## src/design/uart_status_pkg.sv

```systemverilog
// Package with register map, field positions, reset values and carrier types for the serial channel status logic.
package uart_status_pkg;

    // ------------------------------------------------------------
    // Register byte addresses
    // ------------------------------------------------------------
    localparam logic [7:0] LINE_STATUS_ADDR      = 8'h00;
    localparam logic [7:0] MODEM_STATUS_ADDR     = 8'h04;
    localparam logic [7:0] MODEM_CONTROL_ADDR    = 8'h08;
    localparam logic [7:0] ENHANCED_FEATURE_ADDR = 8'h0C;
    localparam logic [7:0] IRQ_STATUS_ADDR       = 8'h10;
    localparam logic [7:0] IRQ_MASK_ADDR         = 8'h14;
    localparam logic [7:0] RX_DATA_ADDR          = 8'h18;

    // ------------------------------------------------------------
    // Field positions
    // ------------------------------------------------------------
    localparam int LS_READY_BIT   = 0;
    localparam int LS_OVERRUN_BIT = 1;
    localparam int LS_PARITY_BIT  = 2;
    localparam int MC_DTR_BIT     = 0;
    localparam int MC_RTS_BIT     = 1;
    localparam int MC_OUT1_BIT    = 2;
    localparam int MC_OUT2_BIT    = 3;
    localparam int MC_LOOP_BIT    = 4;
    localparam int EF_AUTO_CTS_BIT = 7;
    localparam int IRQ_PARITY_BIT  = 0;
    localparam int IRQ_OVERRUN_BIT = 1;
    localparam int IRQ_MODEM_BIT   = 2;

    // ------------------------------------------------------------
    // Reset values and sizes
    // ------------------------------------------------------------
    localparam logic [7:0]  MODEM_CONTROL_RST    = 8'h00;
    localparam logic [7:0]  ENHANCED_FEATURE_RST = 8'h00;
    localparam logic [2:0]  IRQ_MASK_RST         = 3'h0;
    localparam int          FIFO_DEPTH           = 16;
    localparam logic [4:0]  FIFO_DEPTH_CNT       = 5'h10;
    localparam logic [1:0]  RESP_OKAY            = 2'h0;
    localparam logic [1:0]  RESP_SLVERR          = 2'h2;

    // ------------------------------------------------------------
    // Carrier types
    // ------------------------------------------------------------
    typedef struct packed {
        logic       valid;
        logic [7:0] data;
        logic       parityErr;
    } rx_char_t;

    typedef struct packed {
        logic cdN;
        logic riN;
        logic dsrN;
        logic ctsN;
    } modem_in_t;

endpackage : uart_status_pkg

```

## src/design/modem_sync.sv

```systemverilog
// Two-stage synchroniser for the four active-low modem control inputs.
`timescale 1ns/1ps
module modem_sync
    import uart_status_pkg::*;
(
    // Clock and reset
    input  wire logic      clk,
    input  wire logic      rst,
    // Pins and synchronised copy
    input  wire modem_in_t pinsIn,
    output modem_in_t      pinsSync
);

    modem_in_t stage1_q;
    modem_in_t stage2_q;

    // Inactive pins are high, so reset to all ones; stage one feeds only stage two.
    always_ff @(posedge clk or posedge rst) begin
        if (rst) begin
            stage1_q <= '1;
            stage2_q <= '1;
        end else begin
            stage1_q <= pinsIn;
            stage2_q <= stage1_q;
        end
    end

    assign pinsSync = stage2_q;

endmodule : modem_sync

```

## src/design/rx_fifo.sv

```systemverilog
// Receive FIFO holding characters with their parity error flag.
`timescale 1ns/1ps
module rx_fifo
    import uart_status_pkg::*;
(
    // Clock and reset
    input  wire logic     clk,
    input  wire logic     rst,
    // Write side
    input  wire rx_char_t wrChar,
    output logic          full,
    // Read side
    input  wire logic     rdPop,
    output rx_char_t      topChar,
    output logic          empty
);

    logic [8:0] mem [FIFO_DEPTH];
    logic [3:0] wrPtr_q, wrPtr_d;
    logic [3:0] rdPtr_q, rdPtr_d;
    logic [4:0] count_q, count_d;
    logic       doWr;
    logic       doRd;

    // Pointer and count updates; a write while full is dropped.
    always_comb begin
        doWr    = wrChar.valid && (count_q != FIFO_DEPTH_CNT);
        doRd    = rdPop && (count_q != 5'h00);
        wrPtr_d = doWr ? wrPtr_q + 4'h1 : wrPtr_q;
        rdPtr_d = doRd ? rdPtr_q + 4'h1 : rdPtr_q;
        count_d = count_q + {4'h0, doWr} - {4'h0, doRd};
    end

    // Pointer registers.
    always_ff @(posedge clk or posedge rst) begin
        if (rst) begin
            wrPtr_q <= 4'h0;
            rdPtr_q <= 4'h0;
            count_q <= 5'h00;
        end else begin
            wrPtr_q <= wrPtr_d;
            rdPtr_q <= rdPtr_d;
            count_q <= count_d;
        end
    end

    // Storage array, written without reset.
    always_ff @(posedge clk) begin
        if (doWr) begin
            mem[wrPtr_q] <= {wrChar.data, wrChar.parityErr};
        end
    end

    assign full    = (count_q == FIFO_DEPTH_CNT);
    assign empty   = (count_q == 5'h00);
    assign topChar = '{valid: !empty, data: mem[rdPtr_q][8:1], parityErr: mem[rdPtr_q][0]};

endmodule : rx_fifo

```

## src/design/uart_line_modem_status.sv

```systemverilog
// Line and modem status logic of one serial channel with an AXI4-Lite register slave.
//
// Summary of operation
// - A character received with bad parity raises the parity error bit, which follows the character at the FIFO top.
// - A character completing while the receive FIFO is full raises the overrun error bit.
// - On overrun the new character is dropped and the FIFO contents stay intact.
// - Data ready reads one while any received byte is held and zero when none remains.
// - Four modem change flags set on input changes and all clear when modem status is read.
// - Bit 7 shows the inverted carrier detect pin, or user output two in loop-back.
// - Bit 6 shows the inverted ring indicator pin, or user output one in loop-back.
// - Bit 5 shows the inverted data set ready pin, or the DTR control bit in loop-back.
// - Bit 4 shows the inverted clear-to-send pin, or the RTS control bit in loop-back.
// - With automatic clear-to-send on, a high clear-to-send pin stops transmission after the current character.
// - Carrier, data set ready and clear-to-send change flags set on any toggle since the last read.
// - The ring change flag sets only when the ring pin goes from zero to one.
// - A modem status interrupt cause sets while any change flag is set and stays until a one is written to it with all change flags clear.
// - Automatic clear-to-send stopping works only when enhanced feature bit 7 is one.
//
// Local design decisions: the AXI4-Lite interface to the registers and the register offsets.
`timescale 1ns/1ps
module uart_line_modem_status
    import uart_status_pkg::*;
(
    // Clock and reset
    input  wire logic        clk,
    input  wire logic        rst,
    // AXI4-Lite write channels
    input  wire logic [7:0]  s_axi_awaddr,
    input  wire logic        s_axi_awvalid,
    output logic             s_axi_awready,
    input  wire logic [31:0] s_axi_wdata,
    input  wire logic [3:0]  s_axi_wstrb,
    input  wire logic        s_axi_wvalid,
    output logic             s_axi_wready,
    output logic [1:0]       s_axi_bresp,
    output logic             s_axi_bvalid,
    input  wire logic        s_axi_bready,
    // AXI4-Lite read channels
    input  wire logic [7:0]  s_axi_araddr,
    input  wire logic        s_axi_arvalid,
    output logic             s_axi_arready,
    output logic [31:0]      s_axi_rdata,
    output logic [1:0]       s_axi_rresp,
    output logic             s_axi_rvalid,
    input  wire logic        s_axi_rready,
    // Receiver character strobe
    input  wire rx_char_t    rxChar,
    // Modem pins, active low
    input  wire modem_in_t   modemPins,
    // Transmitter gating
    input  wire logic        txCharDone,
    output logic             txHold,
    // Interrupt
    output logic             irq
);

    // ------------------------------------------------------------
    // Declarations
    // ------------------------------------------------------------
    // Submodule links.
    modem_in_t   pinsSync;
    rx_char_t    topChar;
    logic        fifoFull;
    logic        fifoEmpty;
    logic        fifoPop;

    // Software registers.
    logic [7:0]  modemCtrl_q, modemCtrl_d;
    logic [7:0]  enhFeat_q, enhFeat_d;
    logic [2:0]  irqMask_q, irqMask_d;

    // Event state.
    logic [2:0]  irqStat_q, irqStat_d;
    logic        overrun_q, overrun_d;
    logic [3:0]  delta_q, delta_d;
    logic [3:0]  levelPrev_q, levelPrev_d;
    logic [3:0]  modemLevel;
    logic        txHold_q, txHold_d;
    logic        irq_q, irq_d;

    // Bus channel state.
    logic        awHeld_q, awHeld_d;
    logic        wHeld_q, wHeld_d;
    logic [7:0]  awAddr_q, awAddr_d;
    logic [31:0] wData_q, wData_d;
    logic        bValid_q, bValid_d;
    logic [1:0]  bResp_q, bResp_d;
    logic        rValid_q, rValid_d;
    logic [31:0] rData_q, rData_d;
    logic [1:0]  rResp_q, rResp_d;

    // Decoded accesses.
    logic        wrFire;
    logic        rdFire;
    logic        lineRd;
    logic        modemRd;
    logic        loopback;

    // Register views.
    logic [7:0]  lineStatus;
    logic [7:0]  modemStatus;

    // Byte lane 0 write check shared by all control registers.
    function automatic logic laneWrite(input logic [7:0] addr, input logic [7:0] target, input logic [3:0] strb);
        return (addr == target) && strb[0];
    endfunction : laneWrite

    // True for an aligned address that names a register.
    function automatic logic addrMapped(input logic [7:0] addr);
        return (addr <= RX_DATA_ADDR) && (addr[1:0] == 2'h0);
    endfunction : addrMapped

    // ------------------------------------------------------------
    // Submodules
    // ------------------------------------------------------------
    modem_sync u_sync (
        .clk      (clk),
        .rst      (rst),
        .pinsIn   (modemPins),
        .pinsSync (pinsSync)
    );

    rx_fifo u_fifo (
        .clk     (clk),
        .rst     (rst),
        .wrChar  (rxChar),
        .full    (fifoFull),
        .rdPop   (fifoPop),
        .topChar (topChar),
        .empty   (fifoEmpty)
    );

    // ------------------------------------------------------------
    // Status composition
    // ------------------------------------------------------------
    // Loop-back substitutes control outputs, otherwise the pins are inverted.
    always_comb begin
        loopback = modemCtrl_q[MC_LOOP_BIT];
        if (loopback) begin
            modemLevel = {modemCtrl_q[MC_OUT2_BIT],
                          modemCtrl_q[MC_OUT1_BIT],
                          modemCtrl_q[MC_DTR_BIT],
                          modemCtrl_q[MC_RTS_BIT]};
        end else begin
            modemLevel = ~{pinsSync.cdN, pinsSync.riN, pinsSync.dsrN, pinsSync.ctsN};
        end
        modemStatus = {modemLevel, delta_q};

        // Low receive bits of line status.
        lineStatus  = 8'h00;
        lineStatus[LS_PARITY_BIT]  = topChar.valid && topChar.parityErr;
        lineStatus[LS_OVERRUN_BIT] = overrun_q;
        lineStatus[LS_READY_BIT]   = !fifoEmpty;
    end

    // ------------------------------------------------------------
    // AXI4-Lite handshakes
    // ------------------------------------------------------------
    // Address and data are held independently until both are present.
    always_comb begin
        awHeld_d = awHeld_q;
        wHeld_d  = wHeld_q;
        awAddr_d = awAddr_q;
        wData_d  = wData_q;
        bValid_d = bValid_q;
        bResp_d  = bResp_q;
        if (s_axi_awvalid && s_axi_awready) begin
            awHeld_d = 1'b1;
            awAddr_d = s_axi_awaddr;
        end
        if (s_axi_wvalid && s_axi_wready) begin
            wHeld_d = 1'b1;
            wData_d = s_axi_wdata;
        end

        // Both halves held and no answer pending.
        wrFire = awHeld_q && wHeld_q && !bValid_q;
        if (wrFire) begin
            awHeld_d = 1'b0;
            wHeld_d  = 1'b0;
            bValid_d = 1'b1;
            bResp_d  = addrMapped(awAddr_q) ? RESP_OKAY : RESP_SLVERR;
        end else if (bValid_q && s_axi_bready) begin
            bValid_d = 1'b0;
        end
    end

    // Strobes are captured alongside data so byte lane 0 gates writes.
    logic [3:0] wStrb_q, wStrb_d;
    always_comb begin
        wStrb_d = (s_axi_wvalid && s_axi_wready) ? s_axi_wstrb : wStrb_q;
    end

    // Read answer one cycle after the address is taken.
    always_comb begin
        rValid_d = rValid_q;
        rData_d  = rData_q;
        rResp_d  = rResp_q;
        rdFire   = s_axi_arvalid && !rValid_q;
        if (rdFire) begin
            rValid_d = 1'b1;
            rResp_d  = RESP_OKAY;
            unique case (s_axi_araddr)
                LINE_STATUS_ADDR:      rData_d = {24'h000000, lineStatus};
                MODEM_STATUS_ADDR:     rData_d = {24'h000000, modemStatus};
                MODEM_CONTROL_ADDR:    rData_d = {24'h000000, modemCtrl_q};
                ENHANCED_FEATURE_ADDR: rData_d = {24'h000000, enhFeat_q};
                IRQ_STATUS_ADDR:       rData_d = {29'h0000000, irqStat_q};
                IRQ_MASK_ADDR:         rData_d = {29'h0000000, irqMask_q};
                RX_DATA_ADDR:          rData_d = {24'h000000, topChar.valid ? topChar.data : 8'h00};
                default: begin
                    rData_d = 32'h00000000;
                    rResp_d = RESP_SLVERR;
                end
            endcase
        end else if (rValid_q && s_axi_rready) begin
            rValid_d = 1'b0;
        end

        // Read side effects land in the take cycle.
        lineRd  = rdFire && (s_axi_araddr == LINE_STATUS_ADDR);
        modemRd = rdFire && (s_axi_araddr == MODEM_STATUS_ADDR);
        fifoPop = rdFire && (s_axi_araddr == RX_DATA_ADDR);
    end

    // ------------------------------------------------------------
    // Control registers
    // ------------------------------------------------------------
    // Software-written control, enhanced feature and mask registers.
    always_comb begin
        modemCtrl_d = modemCtrl_q;
        enhFeat_d   = enhFeat_q;
        irqMask_d   = irqMask_q;
        if (wrFire && laneWrite(awAddr_q, MODEM_CONTROL_ADDR, wStrb_q)) begin
            modemCtrl_d = wData_q[7:0];
        end
        if (wrFire && laneWrite(awAddr_q, ENHANCED_FEATURE_ADDR, wStrb_q)) begin
            enhFeat_d = wData_q[7:0];
        end
        if (wrFire && laneWrite(awAddr_q, IRQ_MASK_ADDR, wStrb_q)) begin
            irqMask_d = wData_q[2:0];
        end
    end

    // ------------------------------------------------------------
    // Event flags and interrupt
    // ------------------------------------------------------------
    // Change detection, overrun, sticky interrupt status; every set wins over its clear.
    always_comb begin
        levelPrev_d = modemLevel;
        delta_d     = modemRd ? 4'h0 : delta_q;
        delta_d[3]  = delta_d[3] | (modemLevel[3] ^ levelPrev_q[3]);
        // Ring flag on its pin rising.
        delta_d[2]  = delta_d[2] | (~modemLevel[2] & levelPrev_q[2]);
        delta_d[1]  = delta_d[1] | (modemLevel[1] ^ levelPrev_q[1]);
        delta_d[0]  = delta_d[0] | (modemLevel[0] ^ levelPrev_q[0]);

        overrun_d   = (lineRd ? 1'b0 : overrun_q) | (rxChar.valid & fifoFull);

        // Sticky causes; writing a one clears.
        irqStat_d   = irqStat_q;
        if (wrFire && laneWrite(awAddr_q, IRQ_STATUS_ADDR, wStrb_q)) begin
            irqStat_d = irqStat_q & ~wData_q[2:0];
        end
        irqStat_d[IRQ_PARITY_BIT]  = irqStat_d[IRQ_PARITY_BIT] | (rxChar.valid & rxChar.parityErr);
        irqStat_d[IRQ_OVERRUN_BIT] = irqStat_d[IRQ_OVERRUN_BIT] | (rxChar.valid & fifoFull);
        irqStat_d[IRQ_MODEM_BIT]   = irqStat_d[IRQ_MODEM_BIT] | (|delta_d);
        irq_d = |(irqStat_d & irqMask_d);
    end

    // Transmit hold: taken only at a character boundary, released when clear-to-send returns.
    always_comb begin
        txHold_d = txHold_q;
        if (!enhFeat_q[EF_AUTO_CTS_BIT] || !pinsSync.ctsN) begin
            txHold_d = 1'b0;
        end else if (txCharDone || !txHold_q) begin
            txHold_d = txCharDone ? 1'b1 : txHold_q;
        end
    end

    // ------------------------------------------------------------
    // State registers
    // ------------------------------------------------------------
    // Register every group of state.
    always_ff @(posedge clk or posedge rst) begin
        if (rst) begin
            modemCtrl_q <= MODEM_CONTROL_RST;
            enhFeat_q   <= ENHANCED_FEATURE_RST;
            irqMask_q   <= IRQ_MASK_RST;
            irqStat_q   <= 3'h0;
            overrun_q   <= 1'b0;
            delta_q     <= 4'h0;
            levelPrev_q <= 4'h0;
            txHold_q    <= 1'b0;
            irq_q       <= 1'b0;
            awHeld_q    <= 1'b0;
            wHeld_q     <= 1'b0;
            awAddr_q    <= 8'h00;
            wData_q     <= 32'h00000000;
            wStrb_q     <= 4'h0;
            bValid_q    <= 1'b0;
            bResp_q     <= RESP_OKAY;
            rValid_q    <= 1'b0;
            rData_q     <= 32'h00000000;
            rResp_q     <= RESP_OKAY;
        end else begin
            modemCtrl_q <= modemCtrl_d;
            enhFeat_q   <= enhFeat_d;
            irqMask_q   <= irqMask_d;
            irqStat_q   <= irqStat_d;
            overrun_q   <= overrun_d;
            delta_q     <= delta_d;
            levelPrev_q <= levelPrev_d;
            txHold_q    <= txHold_d;
            irq_q       <= irq_d;
            awHeld_q    <= awHeld_d;
            wHeld_q     <= wHeld_d;
            awAddr_q    <= awAddr_d;
            wData_q     <= wData_d;
            wStrb_q     <= wStrb_d;
            bValid_q    <= bValid_d;
            bResp_q     <= bResp_d;
            rValid_q    <= rValid_d;
            rData_q     <= rData_d;
            rResp_q     <= rResp_d;
        end
    end

    // ------------------------------------------------------------
    // Outputs
    // ------------------------------------------------------------
    // Readies stay low while a write answer waits.
    assign s_axi_awready = !awHeld_q && !bValid_q;
    assign s_axi_wready  = !wHeld_q && !bValid_q;
    assign s_axi_bvalid  = bValid_q;
    assign s_axi_bresp   = bResp_q;
    assign s_axi_arready = !rValid_q;
    assign s_axi_rvalid  = rValid_q;
    assign s_axi_rdata   = rData_q;
    assign s_axi_rresp   = rResp_q;
    assign txHold        = txHold_q;
    assign irq           = irq_q;

endmodule : uart_line_modem_status

```

## config.mk

```make
export PLATFORM = sky130hd
export DESIGN_NAME = uart_line_modem_status
export DESIGN_NICKNAME = d
export VERILOG_FILES = /design/src/design/uart_status_pkg.sv /design/src/design/modem_sync.sv /design/src/design/rx_fifo.sv /design/src/design/uart_line_modem_status.sv
export SDC_FILE = /design/constraint.sdc
export NUM_CORES = 1
export LEC_CHECK = 0
export BUFFER_PORTS_ARGS = -buffer_cell sky130_fd_sc_hd__buf_2
export CAP_MARGIN = 5
export CORE_AREA = 4 4 161 163
export DETAILED_ROUTE_END_ITERATION = 7
export DIE_AREA = 0 0 165 167
export SYNTH_ARGS = -nofsm -noshare
export SYNTH_HDL_FRONTEND = slang
export SYNTH_SLANG_ARGS = --single-unit
```

## constraint.sdc

```tcl
create_clock -name clk -period 3.77 [get_ports clk]
set_input_delay 0.377 -clock clk [delete_from_list [all_inputs] [get_ports clk]]
set_output_delay 0.377 -clock clk [all_outputs]
set_load 0.02 [all_outputs]
```

==> results of run 1 <==
[stage by stage]
step	area, sq um	cells	util (%)	hold slack, ns	total power (W)
6_report	11200	1058	46.1	0.0502	0.00673
5_1_grt	11200	1058	46.1	0.0554	0.00709
2_1_floorplan	9790	652	-	0.345	0.00407
3_5_place_dp	10400	1010	42.6	0.348	0.00443
4_1_cts	11200	1058	46.1	0.0307	0.00683
3_3_place_gp	10400	1010	42.6	0.349	0.00435
[layer usage]
| metal | vias to the layer above | GRT usage [%] | wire length [um] |
|---|---|---|---|
| li1 | 2509 | - | - |
| met2 | 164 | 24.4 | 10000 |
| met5 | - | 0 | 0 |
| met3 | 37 | 2.92 | 1290 |
| met4 | 0 | 3.98 | 459 |
| met1 | 2736 | 20.8 | 9040 |
[cell usage after synthesis (2+ instances only)]
cell type	count
a2111oi_0	3
a211oi_1	2
a21oi_1	11
a221o_1	6
a221oi_1	11
a22oi_1	6
a31oi_1	3
a32oi_1	2
and2_1	3
and3_1	2
buf_1	2
buf_2	7
buf_4	28
clkbuf_1	13
dfrtp_1	77
dfstp_2	8
edfxtp_1	144
ha_1	11
inv_1	24
mux2_1	10
mux2_2	28
mux2i_1	29
mux4_2	26
nand2_1	37
nand2b_1	9
nand3_1	8
nand3b_1	3
nand4_1	2
nand4b_1	2
nor2_1	20
nor2b_1	13
nor3_1	10
nor4bb_1	2
o211ai_1	2
o21a_1	3
o21ai_0	16
o21ai_1	3
o221ai_1	2
or3_1	3
xnor2_1	8
xor2_1	2
[final timing paths]
check	startpoint	endpoint	cells past startpoint
worst min register to register	u_sync.stage1_q[0]$_DFF_PP1_	u_sync.pinsSync[0]$_DFF_PP1_	0
min in group clk	s_axi_rready	s_axi_rvalid$_DFFE_PP0P_	2
worst min-delay path	rst	u_fifo.wrPtr_q[0]$_DFFE_PP0N_	2
worst max-delay path	u_fifo.count_q[3]$_DFF_PP0_	u_fifo.count_q[4]$_DFF_PP0_	13
max in group asynchronous	rst	wData_q[7]$_DFFE_PP0P_	3
worst max register to register	u_fifo.count_q[3]$_DFF_PP0_	u_fifo.count_q[4]$_DFF_PP0_	13
[logic make-up after synthesis]
logic type                 after synthesis  synth area share, %
buffers and inverters                   77                 4.35
muxes                                   93                 13.4
DFF                                    229                 66.6
other                                    1               0.0387
xor gates and xnor gates                10                0.904
and+or+nand+nor                        123                 6.88
AOI/OAI and AO/OA                       82                 6.10
adders and majority gates               12                 1.63
[power by group]
group	switching, W	leakage, nW	internal, W	total, W
logic	0.000608	1.57	0.000463	0.00107
clock network	0.000928	0.405	0.00143	0.00236
registers	0.000243	2.34	0.00306	0.00330
[flip-flops by register name (all words and copies together), names as in the netlist, 5 cells and up]
signal,cells
s_axi_rdata,8
u_fifo.mem,144
wData_q,8
u_fifo.count_q,5
enhFeat_q,8
modemCtrl_q,8
awAddr_q,8
[what timing repair did]
item	in CTS	in global routing
buffers inserted	0	0
endpoints found under the setup margin	0	0
hold buffers	4	0
hold endpoints to repair	4	0
[cell type report]
type                       count  area [sq um]
timing repair buffer          90           528
sequential                   229          6460
fill                        2137         13100
inverter                      25          95.1
multi-input combinational    346          2910
tap                          324           405
clock inverter                14           154
clock buffer                  30           653
[critical path: cells and delay by family, from the launching register on]
kind            cells  cell delay (ns)
fa+ha+maj           4             1.08
flops               1             0.39
buf+inv             3             0.22
compound gates      1             0.16
simple gates        4             0.87
xor+xnor            1             0.13
==> impl_metrics.json, run 1 <==
{
  "die_y_um": 167,
  "yosys_register_bits": 229,
  "post-route-min-period_ns": 2.93,
  "vdd_ir_drop_max_uv": 400,
  "required_ns": 4.20,
  "synth_warnings": 0,
  "tritoncts": "yes",
  "arrival_ns": 3.36,
  "p_per_area_nw_per_um2": 601,
  "setup_tns_ns": 0,
  "cap_viol_max_count": 0,
  "crit_path_cell_trace": "inv_1 > ha_1 > or4b_1 > nand3_1 > inv_2 > ha_1 > inv_1 > ha_1 > fa_1 > a21oi_1 > nor2_1 > nor2_1 > xnor2_1",
  "cts_resized": 0,
  "h-tree-depth": 1,
  "grt-ovfl-total": 0,
  "ys_seq_area_share_pct": 66.6,
  "drt-pass1-iter-count": 5,
  "finalSetupViolCount": 0,
  "antenna_found_initial": 0,
  "dieWidth_um": 165,
  "grtUsageTotal_pct": 15.1,
  "yosysTopAreaCellShare_pct": 44.6,
  "cts-root-buf": "clkbuf_16",
  "via_per_inst": 5.15,
  "endpoint_kind": "flip-flop",
  "rows": 57,
  "gp_congestion": 0.826,
  "synth_edf_count": 144,
  "core_sq_um": 24300,
  "drt_iter0_drc": 327,
  "slowest_stage": "or4b_1",
  "vias": 5446,
  "postSynthAreaPerCell_sq_um": 15.5,
  "grt_setup_unrepaired": "false",
  "die_area_sq_um": 27600,
  "layout_commonest_cell": "edfxtp_1",
  "grt_pass1_vias": 5659,
  "finalNetCount": 802,
  "r2r_setup_slack_ns": 0.84,
  "start_kind": "flip-flop",
  "drc": 0,
  "grt_first_pass_wirelength_um": 32100,
  "antenna_cells": 0,
  "max_freq_mhz": 342,
  "slew_viol_final": 0,
  "syn2layout_area_growth_pct": 15.6,
  "hpwl_um": 14100,
  "drive_gt1_share_pct": 26.7,
  "clk_latency_ns": 0.52,
  "synthCells": 627,
  "worst_slew_pin_slew_ns": 0.984,
  "slew_headroom_pct": 34.3,
  "finClkSkew_ns": 0.0130,
  "synth_top_cells_by_area": "edfxtp_1 (45%), dfrtp_1 (20%), mux4_2 (6.0%), mux2_2 (3.3%), mux2i_1 (3.0%)",
  "drt.antenna.violating_nets": 0,
  "io_pins": 117,
  "initial_core_util_pct": 39.9,
  "cts.sink_count": 229,
  "hold_viol": 0,
  "status": "completed",
  "final_cell_mix": "edfxtp_1 (144), dfrtp_1 (76), buf_2 (63)",
  "path_class": "flip-flop to flip-flop",
  "place_ws_ns": 0.836,
  "numPortBuffers": 63,
  "synth_top_area_cell": "edfxtp_1",
  "setup_ws_ns": 0.842,
  "critPathMaxStageDelay_ns": 0.54,
  "clk_pin_slew_ns": 0.06,
  "ys_async_sr_fraction_pct": 37.1,
  "fin_crit_sh_pct": 77.7,
  "synth_flop_cell": "edfxtp_1",
  "grt_max_degree": 57,
  "yosysUniqueCellTypes": 67,
  "clockBufferDepth": 3,
  "cellLeakagePower_nw": 4.31,
  "syn_area_sq_um": 9690,
  "cp_common_cell": "ha_1",
  "holdCritPathClass": "input pin to asynchronous set/reset pin",
  "cp_max_fo": 7,
  "wire_per_inst_um": 19.7,
  "wirelength_um": 20800,
  "numCtsBuffers": 24
}
Note: power is estimated with default switching activity, not from simulation.
==> inputs of run 2 (changes only) <==
Clock period 3.77 ns to 2.4 ns, I/O delays scaled along.
==> impl_metrics.json, run 2 (same netlist as run 1, synthesis figures left out) <==
{
  "status": "complete, but fails checks",
  "violations": "negative setup slack",
  "hold_viol": 0,
  "core_sq_um": 24300,
  "numPortBuffers": 63,
  "place_ws_ns": -0.149,
  "largest_reg_flops": 144,
  "cp_max_fo": 2,
  "p_per_area_nw_per_um2": 911,
  "required_ns": 2.84,
  "h-tree-depth": 1,
  "drc": 0,
  "setup_ws_ns": -0.127,
  "io_pins": 117,
  "grt-ovfl-total": 0,
  "vias": 5768,
  "holdCritPathClass": "input pin to flip-flop",
  "post-route-min-period_ns": 2.53,
  "fin_crit_sh_pct": 105,
  "final_cell_mix": "edfxtp_1 (144), buf_4 (80), dfrtp_1 (76)",
  "wl_met3_um": 1110,
  "syn2layout_area_growth_pct": 23.3,
  "finalSetupViolCount": 3,
  "via_per_inst": 5.06,
  "wirelength_um": 20800,
  "wl_met2_um": 10200,
  "clk_latency_ns": 0.52,
  "start_kind": "flip-flop",
  "numCtsBuffers": 25,
  "grtUsageTotal_pct": 15.1,
  "rr_worst_depth": 13,
  "grt_max_degree": 56,
  "cts-root-buf": "clkbuf_16",
  "vdd_ir_drop_max_uv": 599,
  "finalNetCount": 885,
  "fin_cells": 1139,
  "die_area_sq_um": 27600,
  "endpoint_kind": "flip-flop",
  "setup_tns_ns": -0.290,
  "hpwl_um": 14700,
  "slew_headroom_pct": 53.0,
  "highest_layer": "met4",
  "drt.antenna.violating_nets": 0,
  "drt-pass1-iter-count": 4,
  "grt_pass1_vias": 6003,
  "clockBufferDepth": 3,
  "initial_core_util_pct": 39.9,
  "crit_start": "u_fifo.count_q[3]$_DFF_PP0_",
  "antenna_found_initial": 0,
  "slew_viol_final": 0,
  "wl_met1_um": 8900,
  "drive_gt1_share_pct": 32.5,
  "die_y_um": 167,
  "antenna_cells": 0,
  "grt_first_pass_wirelength_um": 32800,
  "whs_path_depth": 3,
  "worst_slew_pin_slew_ns": 0.703,
  "cellLeakagePower_nw": 4.68,
  "wire_per_inst_um": 18.3,
  "grt_setup_unrepaired": "true",
  "dp.cells": 1054,
  "dieWidth_um": 165,
  "gp_congestion": 0.847,
  "finClkSkew_ns": 0.00937,
  "r2r_setup_slack_ns": -0.13,
  "regMostFlops": "u_fifo.mem",
  "rows": 57,
  "layout_commonest_cell": "edfxtp_1",
  "tritoncts": "yes",
  "cap_viol_max_count": 0,
  "max_freq_mhz": 396,
  "reg2reg_from": "u_fifo.count_q[3]$_DFF_PP0_",
  "cts.sink_count": 229,
  "hp-start": "rxChar[9]",
  "clk_pin_slew_ns": 0.06,
  "path_class": "flip-flop to flip-flop",
  "drt_iter0_drc": 412,
  "arrival_ns": 2.97
}
==> run 2: through the flow <==
step / cell area [sq um] / power, W / util [%] / hold slack (ns)
3_3_place_gp: 10800 / 0.00701 / 44.3 / 0.349
5_1_grt: 12000 / 0.0115 / 49.2 / 0.0890
4_1_cts: 11900 / 0.0109 / 49.0 / 0.0605
2_1_floorplan: 9820 / 0.00641 / - / 0.244
3_5_place_dp: 10800 / 0.00711 / 44.3 / 0.347
6_report: 12000 / 0.0109 / 49.2 / 0.0932
==> run 2: final timing paths <==
| check | to |
|---|---|
| min in group asynchronous | modemCtrl_q[6]$_DFFE_PP0P_ |
| max in group asynchronous | u_sync.pinsSync[2]$_DFF_PP1_ |
| setup reg to reg | u_fifo.count_q[4]$_DFF_PP0_ |
| hold reg to reg | u_sync.pinsSync[0]$_DFF_PP1_ |
| hold / removal | overrun_q$_DFF_PP0_ |
| setup / recovery | u_fifo.count_q[4]$_DFF_PP0_ |
==> run 2: worst max-delay path: stages (launching register included) <==
cell	delay [ns]
dfrtp_1	0.40
inv_2	0.10
ha_4	0.13
or4b_4	0.48
nand3_4	0.09
inv_4	0.04
ha_4	0.25
inv_2	0.04
ha_4	0.15
fa_2	0.35
a21oi_2	0.14
nor2_2	0.07
nor2_4	0.10
xnor2_1	0.11
==> run 2: timing repair <==
item / in CTS / in global routing
endpoints found under the hold margin: 54 / 0
resized for setup: 8 / 4
pin swaps: 6 / 9
setup buffers: 16 / 2
setup endpoints to repair: 2 / 3
hold buffers: 25 / 0
==> run 2: final cells by class <==
class                           instances  area, sq um
Clock buffer                           32          672
Multi-Input combinational cell        346         2990
Sequential cell                       229         6460
Timing Repair Buffer                  172         1250
Inverter                               25          100
Clock inverter                         11         81.3
Tap cell                              324          405
Fill cell                            2035        12400
==> run 2: report_power, final <==
group	leakage [nW]	switching [W]	internal, W
logic	1.97	0.00110	0.00111
clock network	0.369	0.00144	0.00207
registers	2.34	0.000374	0.00480
==> run 2: metal layers <==
layer  up-vias  global-route usage (%)
met5         -                       0
met4         0                    4.41
met3        44                    2.27
met2       168                    25.5
met1      2875                    20.2
li1       2681                       -
